--- src/rfd_pkg.sv ---
// rfd_pkg: register map, field layout and reset values of the antenna driver signal select block
// assumes an AHB-Lite register port with 32-bit data and one aligned word per register
`default_nettype none
package rfd_pkg;
  localparam logic [7:0] RFD_TXCTRL_OFS = 8'h00;
  localparam logic [7:0] RFD_GS_OFS = 8'h04;
  localparam logic [7:0] RFD_TXSEL_OFS = 8'h08;
  localparam logic [7:0] RFD_RXSEL_OFS = 8'h0C;
  localparam logic [7:0] RFD_STATUS_OFS = 8'h10;
  // control register bit positions
  localparam int RFD_B_D1_ON = 0;
  localparam int RFD_B_D2_ON = 1;
  localparam int RFD_B_FORCE = 2;
  localparam int RFD_B_D2_CW = 3;
  localparam int RFD_B_D1_INV_ON = 4;
  localparam int RFD_B_D1_INV_OFF = 5;
  localparam int RFD_B_D2_INV_ON = 6;
  localparam int RFD_B_D2_INV_OFF = 7;
  // conductance register: four 6-bit fields
  localparam int RFD_GS_W = 6;
  localparam int RFD_GS_PCW_LSB = 0;
  localparam int RFD_GS_POSITIVE_MODULATED_CONDUCTANCE_LSB = 8;
  localparam int RFD_GS_NCW_LSB = 16;
  localparam int RFD_GS_NEGATIVE_MODULATED_CONDUCTANCE_LSB = 24;
  localparam logic [7:0] RFD_TXCTRL_RST = 8'h00;
  localparam logic [31:0] RFD_GS_RST = 32'h20_3F_20_3F;
  localparam logic [3:0] RFD_MOUT_RST = 4'h0;
  localparam logic [1:0] RFD_RXSRC_RST = 2'h0;
  localparam logic [1:0] RFD_DRVSRC_RST = 2'h0;
  // select encodings
  localparam logic [3:0] RFD_MOUT_LOW = 4'h0;
  localparam logic [3:0] RFD_MOUT_ENV = 4'h1;
  localparam logic [3:0] RFD_MOUT_RXIN = 4'h2;
  localparam logic [3:0] RFD_MOUT_MILLER = 4'h4;
  localparam logic [1:0] RFD_RXSRC_INT = 2'h0;
  localparam logic [1:0] RFD_RXSRC_MODEM = 2'h1;
  localparam logic [1:0] RFD_DRVSRC_CODER = 2'h0;
  localparam logic [1:0] RFD_DRVSRC_MODEM = 2'h1;
  localparam int RFD_MAX_KBPS = 848;
  localparam int RFD_CLK_MHZ = 100;
endpackage
`default_nettype wire

--- src/rfd_signal_select.sv ---
// rfd_signal_select: carrier, driver waveform, conductance select and serial routing
// assumes hclk is the crystal clock; one AHB-Lite master; modem pin is asynchronous
//
// Chosen here: register access over AHB-Lite and the placing of the registers.
`timescale 1ns/1ns
`default_nettype none
module rfd_signal_select #(
  parameter int GS_W = 6
) (
  input wire logic hclk,
  input wire logic hresetn,
  input wire logic hsel,
  input wire logic [7:0] haddr,
  input wire logic [1:0] htrans,
  input wire logic hwrite,
  input wire logic [2:0] hsize,
  input wire logic [31:0] hwdata,
  input wire logic hready,
  output logic [31:0] hrdata,
  output logic hreadyout,
  output logic hresp,
  input wire logic coder_envelope,
  input wire logic miller_coder_out,
  input wire logic modem_input_pin,
  input wire logic analog_rx_in,
  output logic first_antenna_output,
  output logic second_antenna_output,
  output logic [5:0] first_positive_conductance,
  output logic [5:0] first_negative_array_conductance,
  output logic [5:0] second_positive_conductance,
  output logic [5:0] second_negative_array_conductance,
  output logic modem_output_pin,
  output logic decoder_input
);
  import rfd_pkg::*;

  if (GS_W != RFD_GS_W) begin : g_bad_gs_w
    $error("GS_W must match the register field width");
  end

  ////////////////////////////////////////////////////////////////////////////
  // ahb-lite slave: zero wait states, always OKAY
  logic wr_pend_q;
  logic [7:0] wr_addr_q;
  logic [7:0] txctrl_q;
  logic [31:0] gs_q;
  logic [3:0] modem_output_select_q;
  logic [1:0] receive_source_select_q;
  logic [1:0] driver_source_select_q;
  logic [31:0] hrdata_q;
  logic addr_ok;
  logic [31:0] status_w;

  assign addr_ok = hsel && hready && htrans[1];

  always_ff @(posedge hclk or negedge hresetn) begin
    if (!hresetn) begin
      wr_pend_q <= 1'b0;
      wr_addr_q <= 8'h00;
    end else begin
      wr_pend_q <= addr_ok && hwrite;
      wr_addr_q <= haddr;
    end
  end

  always_ff @(posedge hclk or negedge hresetn) begin
    if (!hresetn) begin
      txctrl_q <= RFD_TXCTRL_RST;
      gs_q <= RFD_GS_RST;
      modem_output_select_q <= RFD_MOUT_RST;
      receive_source_select_q <= RFD_RXSRC_RST;
      driver_source_select_q <= RFD_DRVSRC_RST;
    end else if (wr_pend_q) begin
      unique case (wr_addr_q)
        RFD_TXCTRL_OFS: txctrl_q <= hwdata[7:0];
        RFD_GS_OFS: gs_q <= hwdata;
        RFD_TXSEL_OFS: begin
          modem_output_select_q <= hwdata[3:0];
          driver_source_select_q <= hwdata[5:4];
        end
        RFD_RXSEL_OFS: receive_source_select_q <= hwdata[1:0];
        default: ;
      endcase
    end
  end

  // unmapped reads answer zero, writes there are dropped
  always_ff @(posedge hclk or negedge hresetn) begin
    if (!hresetn) begin
      hrdata_q <= 32'h0000_0000;
    end else if (addr_ok && !hwrite) begin
      unique case (haddr)
        RFD_TXCTRL_OFS: hrdata_q <= {24'h00_0000, txctrl_q};
        RFD_GS_OFS: hrdata_q <= gs_q & 32'h3F_3F_3F_3F;
        RFD_TXSEL_OFS: hrdata_q <= {26'h0, driver_source_select_q, modem_output_select_q};
        RFD_RXSEL_OFS: hrdata_q <= {30'h0, receive_source_select_q};
        RFD_STATUS_OFS: hrdata_q <= status_w;
        default: hrdata_q <= 32'h0000_0000;
      endcase
    end else begin
      hrdata_q <= 32'h0000_0000;
    end
  end

  assign hrdata = hrdata_q;
  assign hreadyout = 1'b1;
  assign hresp = 1'b0;

  ////////////////////////////////////////////////////////////////////////////
  // carrier from the crystal clock
  logic carrier_q;
  always_ff @(posedge hclk or negedge hresetn) begin
    if (!hresetn) carrier_q <= 1'b0;
    else carrier_q <= ~carrier_q;
  end

  ////////////////////////////////////////////////////////////////////////////
  // modem pin synchroniser: change counts once stages two and three agree
  logic [2:0] min_sync_q;
  logic min_stable_q;
  always_ff @(posedge hclk or negedge hresetn) begin
    if (!hresetn) begin
      min_sync_q <= 3'b000;
      min_stable_q <= 1'b0;
    end else begin
      min_sync_q <= {min_sync_q[1:0], modem_input_pin};
      if (min_sync_q[2] == min_sync_q[1]) min_stable_q <= min_sync_q[2];
    end
  end

  ////////////////////////////////////////////////////////////////////////////
  // driver waveform and conductance select
  logic envelope;
  logic d1_on, d2_on, force_full_depth_keying, second_driver_unmodulated;
  logic first_driver_invert_when_on, second_driver_invert_when_on;
  logic inverted_carrier;
  logic tx1_d, tx2_d;
  logic [5:0] positive_unmodulated_setting, positive_modulated_setting;
  logic [5:0] negative_unmodulated_setting, negative_modulated_setting;
  logic [5:0] p_sel1, n_sel1, p_sel2, n_sel2;

  // external modem can feed the driver envelope instead of the coder
  assign envelope = (driver_source_select_q == RFD_DRVSRC_MODEM) ? min_stable_q : coder_envelope;
  assign d1_on = txctrl_q[RFD_B_D1_ON];
  assign d2_on = txctrl_q[RFD_B_D2_ON];
  assign force_full_depth_keying = txctrl_q[RFD_B_FORCE];
  assign second_driver_unmodulated = txctrl_q[RFD_B_D2_CW];
  assign first_driver_invert_when_on = txctrl_q[RFD_B_D1_INV_ON];
  assign second_driver_invert_when_on = txctrl_q[RFD_B_D2_INV_ON];
  // current carrier phase, so registered it runs opposite carrier_q; its inverse lines up with carrier_q
  assign inverted_carrier = carrier_q;
  assign positive_unmodulated_setting = gs_q[RFD_GS_PCW_LSB +: RFD_GS_W];
  assign positive_modulated_setting = gs_q[RFD_GS_POSITIVE_MODULATED_CONDUCTANCE_LSB +: RFD_GS_W];
  assign negative_unmodulated_setting = gs_q[RFD_GS_NCW_LSB +: RFD_GS_W];
  assign negative_modulated_setting = gs_q[RFD_GS_NEGATIVE_MODULATED_CONDUCTANCE_LSB +: RFD_GS_W];

  // off-state inversion bits only matter without forced keying, and there
  // the carrier runs unchanged, so they have no effect on the waveform
  always_comb begin
    tx1_d = 1'b0;
    tx2_d = 1'b0;
    if (d1_on) begin
      if (force_full_depth_keying && !envelope) tx1_d = 1'b0;
      else if (force_full_depth_keying && first_driver_invert_when_on) tx1_d = inverted_carrier;
      else tx1_d = ~inverted_carrier;
    end
    if (d2_on) begin
      if (force_full_depth_keying && !second_driver_unmodulated && !envelope) tx2_d = 1'b0;
      else if (second_driver_invert_when_on) tx2_d = inverted_carrier;
      else tx2_d = ~inverted_carrier;
    end
  end

  // the same setting pair feeds both arrays unless second_driver_unmodulated puts the second driver on the unmodulated pair
  always_comb begin
    p_sel1 = envelope ? positive_unmodulated_setting : positive_modulated_setting;
    n_sel1 = envelope ? negative_unmodulated_setting : negative_modulated_setting;
    p_sel2 = p_sel1;
    n_sel2 = n_sel1;
    if (second_driver_unmodulated) begin
      p_sel2 = positive_unmodulated_setting;
      n_sel2 = negative_unmodulated_setting;
    end
  end

  always_ff @(posedge hclk or negedge hresetn) begin
    if (!hresetn) begin
      first_antenna_output <= 1'b0;
      second_antenna_output <= 1'b0;
      first_positive_conductance <= 6'h00;
      first_negative_array_conductance <= 6'h00;
      second_positive_conductance <= 6'h00;
      second_negative_array_conductance <= 6'h00;
    end else begin
      first_antenna_output <= tx1_d;
      second_antenna_output <= tx2_d;
      first_positive_conductance <= p_sel1;
      first_negative_array_conductance <= n_sel1;
      second_positive_conductance <= p_sel2;
      second_negative_array_conductance <= n_sel2;
    end
  end

  ////////////////////////////////////////////////////////////////////////////
  // serial data switch toward modem pins and decoder
  always_ff @(posedge hclk or negedge hresetn) begin
    if (!hresetn) begin
      modem_output_pin <= 1'b0;
      decoder_input <= 1'b0;
    end else begin
      unique case (modem_output_select_q)
        RFD_MOUT_MILLER: modem_output_pin <= miller_coder_out;
        RFD_MOUT_ENV: modem_output_pin <= coder_envelope;
        RFD_MOUT_RXIN: modem_output_pin <= analog_rx_in;
        default: modem_output_pin <= 1'b0;
      endcase
      // only one rf path feeds the decoder at a time
      if (receive_source_select_q == RFD_RXSRC_MODEM) decoder_input <= min_stable_q;
      else decoder_input <= analog_rx_in;
    end
  end

  // top speed is a property of the core timing, reported read-only
  assign status_w = {4'h0, 12'(RFD_MAX_KBPS), 8'h00, 5'h00, carrier_q, d2_on, d1_on};

  ////////////////////////////////////////////////////////////////////////////
  property p_carrier_toggles;
    @(posedge hclk) disable iff (!hresetn) hresetn |=> (carrier_q != $past(carrier_q));
  endproperty
  a_carrier_toggles: assert property (p_carrier_toggles) else $error("carrier did not toggle");

  property p_tx1_follows;
    @(posedge hclk) disable iff (!hresetn)
      (d1_on && !force_full_depth_keying) |=> (first_antenna_output == carrier_q);
  endproperty
  a_tx1_follows: assert property (p_tx1_follows) else $error("first driver not carrier");

  property p_off_low;
    @(posedge hclk) disable iff (!hresetn) !d1_on |=> !first_antenna_output;
  endproperty
  a_off_low: assert property (p_off_low) else $error("first driver active while off");

  property p_off_low2;
    @(posedge hclk) disable iff (!hresetn) !d2_on |=> !second_antenna_output;
  endproperty
  a_off_low2: assert property (p_off_low2) else $error("second driver active while off");

  property p_mod_gs;
    @(posedge hclk) disable iff (!hresetn)
      (hresetn && !envelope) |=> (first_positive_conductance == $past(positive_modulated_setting));
  endproperty
  a_mod_gs: assert property (p_mod_gs) else $error("modulation setting not chosen");

  property p_cw_gs;
    @(posedge hclk) disable iff (!hresetn)
      (hresetn && envelope) |=> (first_negative_array_conductance == $past(negative_unmodulated_setting));
  endproperty
  a_cw_gs: assert property (p_cw_gs) else $error("unmodulated setting not chosen");

  property p_cw2_gs;
    @(posedge hclk) disable iff (!hresetn)
      second_driver_unmodulated |=> (second_positive_conductance == $past(positive_unmodulated_setting));
  endproperty
  a_cw2_gs: assert property (p_cw2_gs) else $error("second driver not on unmodulated setting");

  property p_shared_gs;
    @(posedge hclk) disable iff (!hresetn)
      !second_driver_unmodulated |=> (second_positive_conductance == first_positive_conductance &&
        second_negative_array_conductance == first_negative_array_conductance);
  endproperty
  a_shared_gs: assert property (p_shared_gs) else $error("drivers use different settings");

  property p_force1;
    @(posedge hclk) disable iff (!hresetn)
      (force_full_depth_keying && !envelope) |=> !first_antenna_output;
  endproperty
  a_force1: assert property (p_force1) else $error("first driver not held low");

  property p_force2;
    @(posedge hclk) disable iff (!hresetn)
      (force_full_depth_keying && !second_driver_unmodulated && !envelope) |=> !second_antenna_output;
  endproperty
  a_force2: assert property (p_force2) else $error("second driver not held low");

  property p_miller;
    @(posedge hclk) disable iff (!hresetn)
      (modem_output_select_q == RFD_MOUT_MILLER) |=> (modem_output_pin == $past(miller_coder_out));
  endproperty
  a_miller: assert property (p_miller) else $error("modem pin not miller");

  property p_rxsrc;
    @(posedge hclk) disable iff (!hresetn)
      (receive_source_select_q == RFD_RXSRC_MODEM) |=> (decoder_input == $past(min_stable_q));
  endproperty
  a_rxsrc: assert property (p_rxsrc) else $error("decoder not from modem pin");
endmodule // rfd_signal_select
`default_nettype wire

--- config.mk ---
export PLATFORM = sky130hd
export DESIGN_NAME = rfd_signal_select
export DESIGN_NICKNAME = d
export VERILOG_FILES = /design/src/rfd_pkg.sv /design/src/rfd_signal_select.sv
export SDC_FILE = /design/constraint.sdc
export NUM_CORES = 1
export LEC_CHECK = 0
export ABC_AREA = 1
export ABC_CLOCK_PERIOD_IN_PS = 1700
export CAP_MARGIN = 20
export CORE_MARGIN = 3
export CORE_UTILIZATION = 50
export CTS_CLUSTER_SIZE = 40
export DETAILED_ROUTE_END_ITERATION = 12
export DONT_BUFFER_PORTS = 1
export PLACE_DENSITY = 0.71
export SYNTH_ARGS = -nofsm -noshare
export SYNTH_HDL_FRONTEND = slang
export SYNTH_SLANG_ARGS = --single-unit
--- constraint.sdc ---
create_clock -name hclk -period 1.7 [get_ports hclk]
set_input_delay 0.17 -clock hclk [delete_from_list [all_inputs] [get_ports hclk]]
set_output_delay 0.17 -clock hclk [all_outputs]
set_load 0.03 [all_outputs]
==> flow_metrics.env <==
export IMPL_drtIter0Drc=172
export IMPL_drc=0
export IMPL_dp_slack_ps=201
export IMPL_synth_mux_area_frac=0
export IMPL_cts_path_max_buffers=2
export IMPL_fin_tns_setup_ps=0
export IMPL_grt_overflow=0
export IMPL_coreArea_um2=8300
export IMPL_synthXorXnorAreaFrac=0.00202
export IMPL_clock_fmax_mhz=665
export IMPL_numCtsBuffers=9
export IMPL_syn_area_per_cell_um2=9.18
export IMPL_route_met3_wl_um=611
export IMPL_fin_hold_ws_ps=-514
export IMPL_slew_headroom=0.603
export IMPL_slowest_stage="dfrtp_1"
export IMPL_grt_pass1_wl_um=15600
export IMPL_placementRows=33
export IMPL_status="finished, violations left"
export IMPL_drv_cap=0
export IMPL_tightestPinTransition_ps=594
export IMPL_critPathMaxFanout=17
export IMPL_synth_top_family_by_area="simple AND/OR/NAND/NOR gates"
export IMPL_setup_viol=0
export IMPL_ir_worst_vdd_uv=385
export IMPL_powerDensity_nw_per_um2=886
export IMPL_cts_hold_buffers=40
export IMPL_hp_class="in -> async"
export IMPL_synthTopCellsByCount="nand2_1, dfrtp_1, inv_1, nand3_1, nor2_1"
export IMPL_path_class="reg -> reg"
export IMPL_viasPerCell=5.17
export IMPL_period_share=0.885
export IMPL_end_kind="register"
export IMPL_cts_max_level=3
export IMPL_hold_viol_final=109
export IMPL_vias=3248
export IMPL_cpPeakStageDelay_ps=370
export IMPL_cts_sinks=109
export IMPL_ys_top_cells_by_area="dfrtp_1, nand2_1, dfstp_2"
export IMPL_die_area_um2=9820
export IMPL_synthFlopType="dfrtp_1"
export IMPL_yosysMostFrequentCell="nand2_1"
export IMPL_drt_pass1_iter_count=5
export IMPL_ys_types=25
export IMPL_final_seq_area_um2=2750
export IMPL_synth_top_cell_area_share=0.549
export IMPL_path_cells="nor2_1 > nand2_1 > nor3b_4 > buf_4 > nand3_1 > nand2_1"
export IMPL_fin_ws_ps=195
export IMPL_cpMostUsedCell="nand2_1"
export IMPL_multi_input_area_um2=1280
export IMPL_layout_nets=572
export IMPL_io_buffers=0
export IMPL_nFillCells=684
export IMPL_p_total_mw=4.47
export IMPL_p_leak_nw=2.56
export IMPL_ioPinCount=116
export IMPL_ctsResizeCount=0
export IMPL_post_cts_buffers=0
export IMPL_grt_max_degree=110
export IMPL_required_ps=2000
export IMPL_antenna_found_initial=0
export IMPL_ys_seq_area_frac=0.634
export IMPL_final_layout_size_suffix_gt1_frac=0.0841
export IMPL_syn_area_um2=4330
export IMPL_maxSlewViolCount=0
export IMPL_violations="hold timing"
export IMPL_met1_length_um=3950
export IMPL_cts_tree="built"
export IMPL_clock_root_buffer="clkbuf_8"
export IMPL_synth_edf_count=0
export IMPL_yosysWarningCount=0
export IMPL_place_congestion=0.886
export IMPL_top_layer="met4"
export IMPL_clkLatencyLatePin_ps=370
export IMPL_fin_cells=628
export IMPL_fp_dieW_um=99.1
export IMPL_worstPathArrival_ps=1800
export IMPL_initial_utilization=0.522
export IMPL_grt_use_total=0.203
export IMPL_clkTransAtPathRegs_ps=100
export IMPL_wire_per_inst_um=15.1
export IMPL_synth_area_leader_cell="dfrtp_1"
export IMPL_antenna_cells=0
export IMPL_ant_nets=0
export IMPL_yosys_register_bits=109
export IMPL_setup_worst_path_start_class="register"
export IMPL_async_flop_share=1.00
export IMPL_fp_dieH_um=99.1
export IMPL_rsz0062_at_grt="false"
export IMPL_finalCriticalPeriod_ps=1500
export IMPL_dp_cells=572
export IMPL_met2_length_um=4770
export IMPL_syn_to_final_growth_pct=16.4
export IMPL_synth_cells=472
export IMPL_synth_fa_ha_area_frac=0.00231
export IMPL_yosys_area_share_simple=0.236
export IMPL_fin_skew_ps=10.5
export IMPL_hpwl_um=6380
export IMPL_synth_compound_area_frac=0.0488
export IMPL_finalWirelength_um=9470
export IMPL_grt_pass1_vias=3115
## final cells by class
class                   instances  area share
clock buffers                  10      0.0253
clock inverters                 6      0.0126
inverters                      55      0.0409
multi-input cells             291       0.254
flip-flops and latches        109       0.544
well taps                     105      0.0260
repair buffers                 52      0.0972
## where the power goes
| part | switching (mW) | internal (mW) |
|---|---|---|
| clock | 0.840 | 0.682 |
| sequential | 0.0804 | 2.65 |
| combinational | 0.121 | 0.0968 |
| total | 1.04 | 3.43 |
## worst max-delay path: cells and delay by family (launching register included)
kind                   cells  cell delay (ps)
buffers and inverters      1              290
flip-flops                 1              370
AND/OR/NAND/NOR            5              790
## sequential cells by signal (all words and copies together), names as in the netlist, 6 cells and up
| register | count |
|---|---|
| hrdata | 27 |
| first_negative_array_conductance | 6 |
| txctrl_q | 8 |
| first_positive_conductance | 6 |
| wr_addr_q | 8 |
| second_positive_conductance | 6 |
| second_negative_array_conductance | 6 |
| gs_q | 24 |
## layer usage
metal | global-route usage | vias up
li1 | - | 1560
met1 | 0.254 | 1550
met2 | 0.347 | 125
met3 | 0.0512 | 13
met4 | 0.0641 | 0
met5 | 0 | -
## cells by family after synthesis
family / after synthesis
fa+ha+maj: 1
simple gates: 243
compound gates: 39
flops: 109
xor+xnor: 1
buf+inv: 77
other cells: 2
## per-stage QoR
stage | utilization | hold slack (ps) | cell area [µm²]
global placement | 0.537 | -123 | 4450
finish | 0.608 | -514 | 5040
floorplan | - | -126 | 4350
global route | 0.608 | -545 | 5040
CTS | 0.608 | -536 | 5040
detailed placement | 0.537 | -123 | 4450
## path summary, 6_finish.rpt
| kind | start | endpoint | slack (ps) | depth (start not counted) |
|---|---|---|---|---|
| max in group asynchronous | hresetn | gs_q[20]$_DFFE_PN1P_ | 2000 | 0 |
| min in group hclk | hready | hrdata[6]$_DFF_PN0_ | 100 | 4 |
| worst min-delay path | hresetn | second_negative_array_conductance[3]$_DFF_PN0_ | -510 | 0 |
| worst min register to register | min_sync_q[0]$_DFF_PN0_ | min_sync_q[1]$_DFF_PN0_ | 360 | 0 |
| worst max-delay path | wr_addr_q[5]$_DFF_PN0_ | gs_q[8]$_DFFE_PN0P_ | 200 | 6 |
| worst max register to register | wr_addr_q[5]$_DFF_PN0_ | gs_q[8]$_DFFE_PN0P_ | 200 | 6 |
## cells in the final DEF, fill, tap and decap left out, types with 9 or more instances in the layout
| master | synthesis | layout |
|---|---|---|
| buf_4 | 7 | 12 |
| dlygate4sd3_1 | 0 | 40 |
| dfstp_2 | 14 | 14 |
| dfrtp_1 | 95 | 95 |
| nor3_1 | 15 | 15 |
| inv_1 | 54 | 54 |
| nor2_1 | 34 | 34 |
| nand3_1 | 54 | 54 |
| nand2_1 | 135 | 135 |
| clkbuf_8 | 0 | 9 |
| o21ai_0 | 30 | 30 |
No activity file was read; power rests on OpenSTA's default activity.
